File: src/verilog/cta_consts.vh
// constants for the counter array timebase, overflow flags and interrupt request
// ============================================================================
// ============================================================================
`ifndef CTA_CONSTS_VH
`define CTA_CONSTS_VH

// ============================================================================
// register byte offsets
`define CTA_OFS_CTRL        8'h00
`define CTA_OFS_FLAGS       8'h04
`define CTA_OFS_CH_ENABLE   8'h08
`define CTA_OFS_COUNT_LOW   8'h0C
`define CTA_OFS_COUNT_HIGH  8'h10

// ============================================================================
// control register field positions
`define CTA_CTRL_IDLE_BIT   0
`define CTA_CTRL_TB_LSB     1
`define CTA_CTRL_TB_MSB     3
`define CTA_CTRL_OVF_EN_BIT 4
`define CTA_CTRL_IOV_EN_BIT 5
`define CTA_CTRL_CLS_LSB    6
`define CTA_CTRL_CLS_MSB    7
`define CTA_CTRL_WDT_BIT    8

// flag register field positions
`define CTA_FLAG_OVF_BIT    0
`define CTA_FLAG_IOV_BIT    1
`define CTA_FLAG_CH_LSB     2
`define CTA_FLAG_CH_MSB     7

// ============================================================================
// reset values
`define CTA_RST_TIMEBASE    3'h0
`define CTA_RST_CLS         2'h0
`define CTA_RST_WDT         1'b1
`define CTA_RST_COUNT       16'h0000
`define CTA_RST_DATA        32'h0000_0000

// ============================================================================
// timebase codes
`define CTA_TB_DIV12        3'h0
`define CTA_TB_DIV4         3'h1
`define CTA_TB_TIMER0       3'h2
`define CTA_TB_EXT_EDGE     3'h3
`define CTA_TB_SYSCLK       3'h4
`define CTA_TB_EXT_OSC      3'h5
`define CTA_TB_SLOW_OSC     3'h6

// ============================================================================
// timing counts
`define CTA_DIV12_LAST      4'hB
`define CTA_DIV4_LAST       4'h3
`define CTA_OSC_DIV_LAST    3'h7
`define CTA_EDGE_DIV_LAST   3'h0

`endif

File: src/verilog/cta_counter_array.v
// shared 16-bit counter of the counter array with its timebase, flags and request
`timescale 1ns/1ns
`include "cta_consts.vh"

module cta_counter_array #(
  parameter HAS_SLOW_OSC = 1
) (
  // clock and reset
  input  wire        clk_i,
  input  wire        rst_i,
  // wishbone classic slave
  input  wire        cyc_i,
  input  wire        stb_i,
  input  wire        we_i,
  input  wire [7:0]  adr_i,
  input  wire [3:0]  sel_i,
  input  wire [31:0] dat_i,
  output wire [31:0] dat_o,
  output wire        ack_o,
  // count sources
  input  wire        idle_i,
  input  wire        timer0_ovf_i,
  input  wire        external_count_input_i,
  input  wire        ext_osc_i,
  input  wire        slow_osc_i,
  // channel side
  input  wire [5:0]  channel_event_i,
  output wire [15:0] count_o,
  output wire        counter_tick_o,
  output wire        watchdog_mode_o,
  // request to the processor interrupt logic
  output wire        irq_o
);

  // ==========================================================================
  // storage
  reg        ack_reg;
  reg [31:0] dat_reg;
  reg        idle_suspend_reg;
  reg [2:0]  timebase_select_reg;
  reg        overflow_irq_enable_reg;
  reg        intermediate_overflow_enable_reg;
  reg [1:0]  cycle_length_select_reg;
  reg        watchdog_mode_reg;
  reg        counter_overflow_flag_reg;
  reg        intermediate_overflow_flag_reg;
  reg [5:0]  channel_event_flag_reg;
  reg [5:0]  channel_event_enable_reg;
  reg [15:0] count_reg;
  reg [15:0] count_next;
  reg [7:0]  snapshot_reg;
  reg [3:0]  presc_reg;
  reg        div12_tick_reg;
  reg        div4_tick_reg;
  reg        tick_reg;
  reg        irq_reg;

  wire       ext_edge_tick;
  wire       ext_osc_tick;
  wire       slow_osc_tick;
  wire       bus_req;
  wire       bus_wr;
  wire       bus_rd;
  wire       run_ok;
  reg        tb_tick;
  wire       count_step;
  wire       wrap_full;
  wire       wrap_mid;
  wire       hit_ctrl;
  wire       hit_flags;
  wire       hit_chen;
  wire       hit_low;
  wire       hit_high;

  // ==========================================================================
  // helper functions

  // true when the address selects the given register offset
  function addr_hit;
    input [7:0] adr;
    input [7:0] ofs;
    begin
      addr_hit = (adr == ofs);
    end
  endfunction

  // true when the low 8..11 bits are all ones, so the next step carries out
  function mid_carry;
    input [15:0] cnt;
    input [1:0]  cls;
    begin
      case (cls)
        2'h0:    mid_carry = &cnt[7:0];
        2'h1:    mid_carry = &cnt[8:0];
        2'h2:    mid_carry = &cnt[9:0];
        2'h3:    mid_carry = &cnt[10:0];
        default: mid_carry = 1'b0;
      endcase
    end
  endfunction

  // ==========================================================================
  // bus decode; one wait-free answer, ack one cycle after the request appears
  assign bus_req   = cyc_i & stb_i & ~ack_reg;
  assign bus_wr    = bus_req & we_i;
  assign bus_rd    = bus_req & ~we_i;
  assign hit_ctrl  = addr_hit(adr_i, `CTA_OFS_CTRL);
  assign hit_flags = addr_hit(adr_i, `CTA_OFS_FLAGS);
  assign hit_chen  = addr_hit(adr_i, `CTA_OFS_CH_ENABLE);
  assign hit_low   = addr_hit(adr_i, `CTA_OFS_COUNT_LOW);
  assign hit_high  = addr_hit(adr_i, `CTA_OFS_COUNT_HIGH);

  // acknowledge every access, mapped or not; drop it the cycle after
  always @(posedge clk_i) begin
    if (rst_i) begin
      ack_reg <= 1'b0;
    end else begin
      ack_reg <= bus_req;
    end
  end

  // ==========================================================================
  // sources that need synchronizing

  // count input: falling edges, one tick each
  cta_edge_tick #(
    .DIV_LAST (`CTA_EDGE_DIV_LAST),
    .FALLING  (1)
  ) u_ext_edge (
    .clk_i  (clk_i),
    .rst_i  (rst_i),
    .src_i  (external_count_input_i),
    .tick_o (ext_edge_tick)
  );

  // external oscillator divided by eight after synchronizing
  cta_edge_tick #(
    .DIV_LAST (`CTA_OSC_DIV_LAST),
    .FALLING  (0)
  ) u_ext_osc (
    .clk_i  (clk_i),
    .rst_i  (rst_i),
    .src_i  (ext_osc_i),
    .tick_o (ext_osc_tick)
  );

  // slow oscillator divided by eight after synchronizing
  cta_edge_tick #(
    .DIV_LAST (`CTA_OSC_DIV_LAST),
    .FALLING  (0)
  ) u_slow_osc (
    .clk_i  (clk_i),
    .rst_i  (rst_i),
    .src_i  (slow_osc_i),
    .tick_o (slow_osc_tick)
  );

  // ==========================================================================
  // clock prescaler; one counter serves both divide ratios
  always @(posedge clk_i) begin
    if (rst_i) begin
      presc_reg      <= 4'h0;
      div12_tick_reg <= 1'b0;
      div4_tick_reg  <= 1'b0;
    end else begin
      if (presc_reg == `CTA_DIV12_LAST) begin
        presc_reg <= 4'h0;
      end else begin
        presc_reg <= presc_reg + 4'h1;
      end
      div12_tick_reg <= (presc_reg == `CTA_DIV12_LAST);
      div4_tick_reg  <= ((presc_reg & `CTA_DIV4_LAST) == `CTA_DIV4_LAST);
    end
  end

  // ==========================================================================
  // timebase selection; reserved codes never count
  always @* begin
    case (timebase_select_reg)
      `CTA_TB_DIV12:    tb_tick = div12_tick_reg;
      `CTA_TB_DIV4:     tb_tick = div4_tick_reg;
      `CTA_TB_TIMER0:   tb_tick = timer0_ovf_i;
      `CTA_TB_EXT_EDGE: tb_tick = ext_edge_tick;
      `CTA_TB_SYSCLK:   tb_tick = 1'b1;
      `CTA_TB_EXT_OSC:  tb_tick = ext_osc_tick;
      `CTA_TB_SLOW_OSC: tb_tick = (HAS_SLOW_OSC != 0) & slow_osc_tick;
      default:          tb_tick = 1'b0;
    endcase
  end

  // idle only stops counting when suspend is asked for
  assign run_ok     = ~(idle_suspend_reg & idle_i);
  assign count_step = tb_tick & run_ok;
  assign wrap_full  = count_step & (&count_reg);
  assign wrap_mid   = count_step & mid_carry(count_reg, cycle_length_select_reg);

  // ==========================================================================
  // counter next value; a software write wins over a tick in the same cycle
  // and the watchdog guard blocks such writes entirely
  always @* begin
    count_next = count_reg;
    if (count_step) begin
      count_next = count_reg + 16'h0001;
    end
    if (bus_wr & ~watchdog_mode_reg & sel_i[0] & hit_low) begin
      count_next = {count_reg[15:8], dat_i[7:0]};
    end
    if (bus_wr & ~watchdog_mode_reg & sel_i[0] & hit_high) begin
      count_next = {dat_i[7:0], count_reg[7:0]};
    end
  end

  // counter register; reads do not appear here at all
  always @(posedge clk_i) begin
    if (rst_i) begin
      count_reg <= `CTA_RST_COUNT;
      tick_reg  <= 1'b0;
    end else begin
      count_reg <= count_next;
      tick_reg  <= count_step;
    end
  end

  // ==========================================================================
  // snapshot of the high byte, taken when the low byte is read
  always @(posedge clk_i) begin
    if (rst_i) begin
      snapshot_reg <= 8'h00;
    end else if (bus_rd & hit_low) begin
      snapshot_reg <= count_reg[15:8];
    end
  end

  // ==========================================================================
  // control register; while the watchdog runs only its own bit may be written
  always @(posedge clk_i) begin
    if (rst_i) begin
      idle_suspend_reg                 <= 1'b0;
      timebase_select_reg              <= `CTA_RST_TIMEBASE;
      overflow_irq_enable_reg          <= 1'b0;
      intermediate_overflow_enable_reg <= 1'b0;
      cycle_length_select_reg          <= `CTA_RST_CLS;
      watchdog_mode_reg                <= `CTA_RST_WDT;
    end else if (bus_wr & hit_ctrl) begin
      if (sel_i[0] & ~watchdog_mode_reg) begin
        idle_suspend_reg                 <= dat_i[`CTA_CTRL_IDLE_BIT];
        timebase_select_reg              <= dat_i[`CTA_CTRL_TB_MSB:`CTA_CTRL_TB_LSB];
        overflow_irq_enable_reg          <= dat_i[`CTA_CTRL_OVF_EN_BIT];
        intermediate_overflow_enable_reg <= dat_i[`CTA_CTRL_IOV_EN_BIT];
        cycle_length_select_reg          <= dat_i[`CTA_CTRL_CLS_MSB:`CTA_CTRL_CLS_LSB];
      end
      if (sel_i[1]) begin
        watchdog_mode_reg <= dat_i[`CTA_CTRL_WDT_BIT];
      end
    end
  end

  // channel enable register
  always @(posedge clk_i) begin
    if (rst_i) begin
      channel_event_enable_reg <= 6'h00;
    end else if (bus_wr & hit_chen & sel_i[0]) begin
      channel_event_enable_reg <= dat_i[5:0];
    end
  end

  // ==========================================================================
  // event flags: set by their trigger whatever the enables say, cleared only
  // by writing one; a trigger in the clearing cycle keeps the flag set
  always @(posedge clk_i) begin
    if (rst_i) begin
      counter_overflow_flag_reg      <= 1'b0;
      intermediate_overflow_flag_reg <= 1'b0;
    end else begin
      if (wrap_full) begin
        counter_overflow_flag_reg <= 1'b1;
      end else if (bus_wr & hit_flags & sel_i[0] & dat_i[`CTA_FLAG_OVF_BIT]) begin
        counter_overflow_flag_reg <= 1'b0;
      end
      if (wrap_mid) begin
        intermediate_overflow_flag_reg <= 1'b1;
      end else if (bus_wr & hit_flags & sel_i[0] & dat_i[`CTA_FLAG_IOV_BIT]) begin
        intermediate_overflow_flag_reg <= 1'b0;
      end
    end
  end

  // one flag per channel, built the same way
  genvar ch;
  generate
    for (ch = 0; ch < 6; ch = ch + 1) begin : g_chflag
      always @(posedge clk_i) begin
        if (rst_i) begin
          channel_event_flag_reg[ch] <= 1'b0;
        end else if (channel_event_i[ch]) begin
          channel_event_flag_reg[ch] <= 1'b1;
        end else if (bus_wr & hit_flags & sel_i[0] & dat_i[`CTA_FLAG_CH_LSB + ch]) begin
          channel_event_flag_reg[ch] <= 1'b0;
        end
      end
    end
  endgenerate

  // ==========================================================================
  // combined request; the processor adds its own global and array enables
  always @(posedge clk_i) begin
    if (rst_i) begin
      irq_reg <= 1'b0;
    end else begin
      irq_reg <= (counter_overflow_flag_reg & overflow_irq_enable_reg)
               | (intermediate_overflow_flag_reg & intermediate_overflow_enable_reg)
               | (|(channel_event_flag_reg & channel_event_enable_reg));
    end
  end

  // ==========================================================================
  // read data, registered together with ack; unmapped reads give zero
  always @(posedge clk_i) begin
    if (rst_i) begin
      dat_reg <= `CTA_RST_DATA;
    end else if (bus_rd) begin
      dat_reg <= `CTA_RST_DATA;
      if (hit_ctrl) begin
        dat_reg[`CTA_CTRL_IDLE_BIT]                  <= idle_suspend_reg;
        dat_reg[`CTA_CTRL_TB_MSB:`CTA_CTRL_TB_LSB]   <= timebase_select_reg;
        dat_reg[`CTA_CTRL_OVF_EN_BIT]                <= overflow_irq_enable_reg;
        dat_reg[`CTA_CTRL_IOV_EN_BIT]                <= intermediate_overflow_enable_reg;
        dat_reg[`CTA_CTRL_CLS_MSB:`CTA_CTRL_CLS_LSB] <= cycle_length_select_reg;
        dat_reg[`CTA_CTRL_WDT_BIT]                   <= watchdog_mode_reg;
      end
      if (hit_flags) begin
        dat_reg[`CTA_FLAG_OVF_BIT]                   <= counter_overflow_flag_reg;
        dat_reg[`CTA_FLAG_IOV_BIT]                   <= intermediate_overflow_flag_reg;
        dat_reg[`CTA_FLAG_CH_MSB:`CTA_FLAG_CH_LSB]   <= channel_event_flag_reg;
      end
      if (hit_chen) begin
        dat_reg[5:0] <= channel_event_enable_reg;
      end
      if (hit_low) begin
        dat_reg[7:0] <= count_reg[7:0];
      end
      if (hit_high) begin
        dat_reg[7:0] <= snapshot_reg;
      end
    end
  end

  // ==========================================================================
  // outputs, all straight from flops
  assign ack_o           = ack_reg;
  assign dat_o           = dat_reg;
  assign count_o         = count_reg;
  assign counter_tick_o  = tick_reg;
  assign watchdog_mode_o = watchdog_mode_reg;
  assign irq_o           = irq_reg;

endmodule

File: src/verilog/cta_edge_tick.v
// synchronizer, edge detector and modulo divider giving one-cycle ticks
`timescale 1ns/1ns
`include "cta_consts.vh"

module cta_edge_tick #(
  parameter [2:0] DIV_LAST = 3'h0,
  parameter       FALLING  = 0
) (
  // clock and reset
  input  wire clk_i,
  input  wire rst_i,
  // source and result
  input  wire src_i,
  output wire tick_o
);

  reg       sync1_reg;
  reg       sync2_reg;
  reg       prev_reg;
  reg [2:0] div_reg;
  reg       tick_reg;
  wire      edge_seen;

  // two flops before any logic looks at the source; the first feeds only the second
  always @(posedge clk_i) begin
    if (rst_i) begin
      sync1_reg <= 1'b0;
      sync2_reg <= 1'b0;
      prev_reg  <= 1'b0;
    end else begin
      sync1_reg <= src_i;
      sync2_reg <= sync1_reg;
      prev_reg  <= sync2_reg;
    end
  end

  // edge taken from synchronized samples only, one pulse per edge
  assign edge_seen = (FALLING != 0) ? (prev_reg & ~sync2_reg)
                                    : (~prev_reg & sync2_reg);

  // divide edges; a tick leaves every DIV_LAST+1 edges
  always @(posedge clk_i) begin
    if (rst_i) begin
      div_reg  <= 3'h0;
      tick_reg <= 1'b0;
    end else begin
      tick_reg <= 1'b0;
      if (edge_seen) begin
        if (div_reg == DIV_LAST) begin
          div_reg  <= 3'h0;
          tick_reg <= 1'b1;
        end else begin
          div_reg <= div_reg + 3'h1;
        end
      end
    end
  end

  assign tick_o = tick_reg;

endmodule

File: config.mk
export PLATFORM = sky130hd
export DESIGN_NAME = cta_counter_array
export DESIGN_NICKNAME = d
export VERILOG_FILES = /design/src/verilog/cta_counter_array.v /design/src/verilog/cta_edge_tick.v
export VERILOG_INCLUDE_DIRS = /design/src /design/src/verilog
export SDC_FILE = /design/constraint.sdc
export NUM_CORES = 1
export LEC_CHECK = 0
export ABC_CLOCK_PERIOD_IN_PS = 2000
export BUFFER_PORTS_ARGS = -buffer_cell sky130_fd_sc_hd__clkbuf_2
export CORE_ASPECT_RATIO = 0.6
export CORE_MARGIN = 10
export CORE_UTILIZATION = 25
export CTS_CLUSTER_DIAMETER = 60
export DETAILED_ROUTE_END_ITERATION = 7
export GPL_TIMING_DRIVEN = 0
export PLACE_DENSITY = 0.41
export SLEW_MARGIN = 20
export SYNTH_ARGS = -nofsm -noshare
export SYNTH_HDL_FRONTEND = slang
export SYNTH_SLANG_ARGS = --single-unit
File: constraint.sdc
create_clock -name clk_i -period 2 [get_ports clk_i]
set_clock_uncertainty 0.2 [all_clocks]
set_input_delay 0.1 -clock clk_i [delete_from_list [all_inputs] [get_ports clk_i]]
set_output_delay 0.1 -clock clk_i [all_outputs]
set_load 0.03 [all_outputs]
## Yosys cells after proc, flatten, opt, wreduce, memory -nomap -nowiden

Cells that the tools add are included.

| operators by class | value |
|---|---|
| $add $sub $neg | 5 |
| equal/unequal tests | 18 |
| muxes and demuxes | 32 |
| bitwise gates (word level) | 46 |
| reductions and logical operators | 28 |

Operator list:

| cell | count |
|---|---|
| 16-bit 2-to-1 mux | 3 |
| 1-bit AND | 32 |
| 8-bit 2-to-1 mux | 3 |
| 2-bit nonzero test | 10 |
| 1-bit 2-to-1 mux | 19 |
| 16-bit by 1-bit adder with 16-bit output, second input constant | 1 |
| 8-bit by 4-bit equality test with 1-bit output, second input constant | 2 |
| 16-bit AND reduction | 1 |
| 3-bit equality test, second input constant | 5 |
| 1-bit inverter | 11 |
| 11-bit AND reduction | 1 |
| 10-bit AND reduction | 1 |
| 3-bit by 1-bit adder with 3-bit output, second input constant | 3 |
| 3-bit 2-to-1 mux | 3 |
| 9-bit 2-to-1 mux | 1 |
| 9-bit AND reduction | 1 |
| 8-bit by 3-bit equality test with 1-bit output, second input constant | 1 |
| 8-bit by 5-bit equality test with 1-bit output, second input constant | 1 |
| 8-bit zero test | 1 |
| 2-bit AND reduction | 4 |
| 8-bit AND reduction | 1 |
| 2-bit OR reduction | 4 |
| 1-bit one-hot mux with 7 select lines | 1 |
| 6-bit AND | 1 |
| other kinds (13) | 18 |

| storage, ports and cells | value |
|---|---|
| flip-flop bits (word level) | 86 |
| input port bits | 60 |
| output and inout bits | 52 |

## Depth between registers and ports, before layout

| logic depth | value |
|---|---|
| depth after elaboration | 8 |
| gate-level depth with buffers | 8 |
| depth with buffers taken out | 8 |

## Cells and area by module

Synthesis repeated with hierarchy kept, for this count alone.

| unflattened totals | value |
|---|---|
| cell total of the unflattened synthesis | 466 |
| area, all modules | 4236.6 um^2 |

By module, submodules not included:

| module | instances | cells an instance | area each (um^2) | seq. area each (um^2) |
|---|---|---|---|---|
| cta_counter_array | 1 | 398 | 3463.3 | 1301.2 |
| cta_edge_tick at u_ext_osc ... | 2 | 21 | 251.5 | 140.1 |
| cta_edge_tick at u_ext_edge | 1 | 26 | 270.3 | 140.1 |

## Worst setup path after synthesis

OpenSTA, ideal clock, no wires.

| timing path | value |
|---|---|
| path kind | register to register |
| start point | register count_reg[0], in the netlist count_o[0] |
| end point | register count_reg[12], in the netlist count_o[12] |
| setup time | 0.091 ns |
| data arrival time | 2.088 ns |
| required time | 1.709 ns |
| slack | -0.379 ns |
| cell stages (with the launch flop) | 7 |
| path buffers | 0 |
| period minus slack after synthesis | 2.379 ns |
| cell sequence | dfxtp_1 > ha_1 > nand3_1 > nor3_1 > nand3_1 > or4_1 > a311oi_1 |

| between the ends | value |
|---|---|
| cells in the longest elaborated chain, start to end | 4 |

Ends and longest elaborated chain:

| element | RTL line | text |
|---|---|---|
| start, declared | cta_counter_array.v:49 | `reg [15:0] count_reg;` |
| start signal, assigned | cta_counter_array.v:216 | `` count_reg <= `CTA_RST_COUNT; `` |
| start signal, assigned | cta_counter_array.v:219 | `count_reg <= count_next;` |
| 16-bit by 1-bit adder with 16-bit output | cta_counter_array.v:203 | `count_next = count_reg + 16'h0001;` |
| 16-bit 2-to-1 mux | cta_counter_array.v:202 | `if (count_step) begin` |
| 16-bit 2-to-1 mux | cta_counter_array.v:205 | `if (bus_wr & ~watchdog_mode_reg & sel_i[0] & hit_low) begin` |
| 16-bit 2-to-1 mux | cta_counter_array.v:208 | `if (bus_wr & ~watchdog_mode_reg & sel_i[0] & hit_high) begin` |

Every way passes these cells. The select of a mux whose other input is x is not followed.
A chain may end at the register's enable or synchronous reset.

## Final worst setup path

| timing path | value |
|---|---|
| start point | register timebase_select_reg[0] |
| end point | register count_reg[6], in the netlist count_o[6] |

| between the ends | value |
|---|---|
| cells in the longest elaborated chain, start to end | 5 |
| elaborated cells on any way between the ends | 11 |
| those cells by class | 6 x eq/ne; 1 x mux; 1 x bitwise; 3 x reduce/logical |

Ends and longest elaborated chain:

| element | RTL line | text |
|---|---|---|
| start, declared | cta_counter_array.v:40 | `reg [2:0] timebase_select_reg;` |
| start signal, assigned | cta_counter_array.v:239 | `` timebase_select_reg <= `CTA_RST_TIMEBASE; `` |
| start signal, assigned | cta_counter_array.v:247 | `` timebase_select_reg <= dat_i[`CTA_CTRL_TB_MSB:`CTA_CTRL_TB_LSB]; `` |
| 3-bit equality test (tied with other cells) | cta_counter_array.v:179 | `case (timebase_select_reg)` |
| 1-bit one-hot mux with 7 select lines * | cta_counter_array.v:179 |  |
| 1-bit AND * | cta_counter_array.v:193 | `assign count_step = tb_tick & run_ok;` |
| 2-bit nonzero test (no line) * | n/a |  |
| 2-bit AND reduction (no line) * | n/a |  |

Mark *: on every way between the ends. The rest lies on a longest branch, timed or not.

==> flow_summary.toml <==
[power]
p_sw_w = 0.000988
clkPwrFrac_pct = 47.4
seqPwrFrac_pct = 43.3
ir_drop_mv = 0.369
finalPower_w = 0.00406
internal_power_w = 0.00307
combinationalPowerShare_pct = 9.3
p_sw_share_pct = 24.3
powerDensity_nw_per_um2 = 673
leakagePower_nw = 2.60

[worst_setup_path]
end_kind = "flop"
crit_arrival_ns = 2.15
path_class = "reg -> reg"
start_kind = "flop"
path_max_fanout = 10
r2r-end = "count_o[6]$_SDFFE_PP0P_"
r2r_slack_ns = -0.13
reg2reg_depth = 6
required_ns = 2.02
r2r-start = "timebase_select_reg[0]$_SDFFE_PP0P_"
startpoint = "timebase_select_reg[0]$_SDFFE_PP0P_"

[hold_path]
hp-start = "cyc_i"
hp-class = "in -> reg"
holdPathStages = 4
whs_endpoint = "dat_o[8]$_SDFFE_PP0P_"

[finish]
largest_reg_flops = 16
fin_util_pct = 35.5
final_common_cell = "dfxtp_1"
drive_gt1_share_pct = 30.6
area_growth_syn_to_layout_pct = 40.5
mostFrequentLayoutCells = "73 x dfxtp_1, 71 x nor2_1, 63 x clkbuf_2"
diodes = 0
fill_cells = 1768
nets = 692

[logic_synthesis]
avgSynthCellArea_um2 = 8.87
syn_area_um2 = 4300
synth-seq-area-share_pct = 40.1
ys_warn_count = 0
ys_types = 63
synth_top_area_share_pct = 40.1
synth_seq_cells = 86
synth_edf_count = 0
yosysTopAreaCell = "dfxtp_1"
synth_async_sr_flop_share_pct = 0
syn_inst = 484
ys.flop_type = "dfxtp_1"
yosys-top-cells-area = "dfxtp_1 40%, mux2i_1 8.4%, nor2_1 6.3%"

[clocking]
max-clock-path-buffers = 2
clkSinkCount = 86
clkTransAtPathRegs_ns = 0.06
cts_tree = "yes"
cts_made_buffers = 9
clock_latency_ns = 0.35
cts-root-buf = "clkbuf_16"
htree_levels = 3

[route]
ant_nets = 0
viasPerCell = 4.75
first_pass_iters = 5
topRoutingLayerUsed = "met4"
first_iter_violations = 308
wl_per_cell_um = 18.9
met3_wirelength_um = 1260
drc = 0
wl_met2_um = 6150
routed_wl_um = 16300
vias = 4098
wl_met1_um = 8720

[die]
io_pins = 112
core-area_um2 = 17000
die_w_um = 189
die_area_um2 = 23000
initial_core_util_pct = 25.3
num_rows = 37
fp.dieH_um = 122

[timing]
fin_setup_tns_ns = -0.691
worst_pin_slew_ns = 0.901
setup_viol = 11
slew_viol_final = 0
finalHoldViolations = 0
rsz0062_at_grt = "yes"
fin_crit_ns = 2.13
maxSlewHeadroom_pct = 40.0
period_share_pct = 107
timing.fmax_mhz = 469
layout_setup_ws_ns = -0.131

[grt]
grt_max_degree = 14
grt_pass1_vias = 4057
antenna_found_initial = 0
grt_first_pass_wirelength_um = 24500
grtUsageTotal_pct = 13.8
grt.overflow.total = 0

[placed_design]
gp_congestion = 0.878
dp_slack_ns = -0.492
hpwl_um = 12000
portBuffers = 62

[job]
cap_viol_max_count = 0

[outcome]
outcome = "finished with violations"
violations = "negative setup slack"
-- worst max path at each step --
stage                                                        to  slack, ns  depth (start not counted)
floorplan                              count_o[12]$_SDFFE_PP0P_      -0.05                          6
global placement    intermediate_overflow_flag_reg$_SDFFE_PP0P_      -0.45                          6
detailed placement  intermediate_overflow_flag_reg$_SDFFE_PP0P_      -0.49                          6
CTS                                    count_o[12]$_SDFFE_PP0P_      -0.14                          5
global route                           count_o[12]$_SDFFE_PP0P_      -0.18                          5
finish                                  count_o[6]$_SDFFE_PP0P_      -0.13                          6
-- power by group through the flow --
stage                     Sequential [W]  Combinational [W]  Clock (W)
after global routing             0.00176           0.000411    0.00202
after CTS                        0.00176           0.000370    0.00195
final                            0.00176           0.000376    0.00193
after global placement           0.00180           0.000328          0
after detailed placement         0.00180           0.000328          0
after floorplan                  0.00181           0.000196          0
-- area by class of cell --
class / instances / area, µm² / share of cell area, %
flip-flops and latches: 86 / 1750 / 29.0
clock inverters: 3 / 65.1 / 1.08
plain buffers: 48 / 342 / 5.66
well taps: 234 / 293 / 4.85
multi-input cells: 352 / 2520 / 41.8
clock buffers: 13 / 270 / 4.48
repair buffers: 107 / 721 / 11.9
inverters: 19 / 71.3 / 1.18
-- worst max-delay path, cell delays in order (launching register included) --
cell and delay (ns):
dfxtp_4 0.35, or4b_4 0.21, o211ai_4 0.08, or3_4 0.47
buf_8 0.18, nor4_1 0.36, o32ai_2 0.15
-- per-stage QoR --
step / cell area, µm² / hold slack (ns) / cells
after floorplan: 4420 / 0.00875 / 506
after detailed placement: 5030 / 0.117 / 802
final: 6030 / 0.0682 / 862
after CTS: 5860 / 0.0134 / 858
after global placement: 5030 / 0.116 / 802
after global routing: 6030 / 0.101 / 862
-- kinds of logic after synthesis --
kind of cell / synth area share [%]
and+or+nand+nor: 24.3
DFF: 40.1
adders and majority gates: 2.62
other: 0.0873
buffers and inverters: 8.62
xor gates and xnor gates: 0.204
muxes: 9.96
AOI/OAI and AO/OA: 14.1
-- cells in the mapped netlist (7+ instances only) --
cell	instances
a21oi_1	14
a22oi_1	9
a311oi_1	10
buf_1	7
buf_4	27
clkbuf_1	9
dfxtp_1	86
ha_1	9
inv_1	19
mux2i_1	36
nand2_1	24
nand3_1	16
nand4_1	11
nor2_1	72
nor2b_1	17
nor3_1	14
nor4_1	8
-- routing by layer --
layer,vias up,track usage (%)
met2,143,18.2
met5,-,0
met1,1934,20.8
met3,17,4.77
met4,0,2.57
li1,2004,-
-- what timing repair did --
action	in CTS	in global routing
resized for setup	32	36
pin swaps	10	11
hold endpoints to repair	37	0
gates cloned	0	0
setup buffers	18	4
hold buffers	23	0
setup endpoints to repair	36	39
Note: power is estimated with default switching activity, not from simulation.
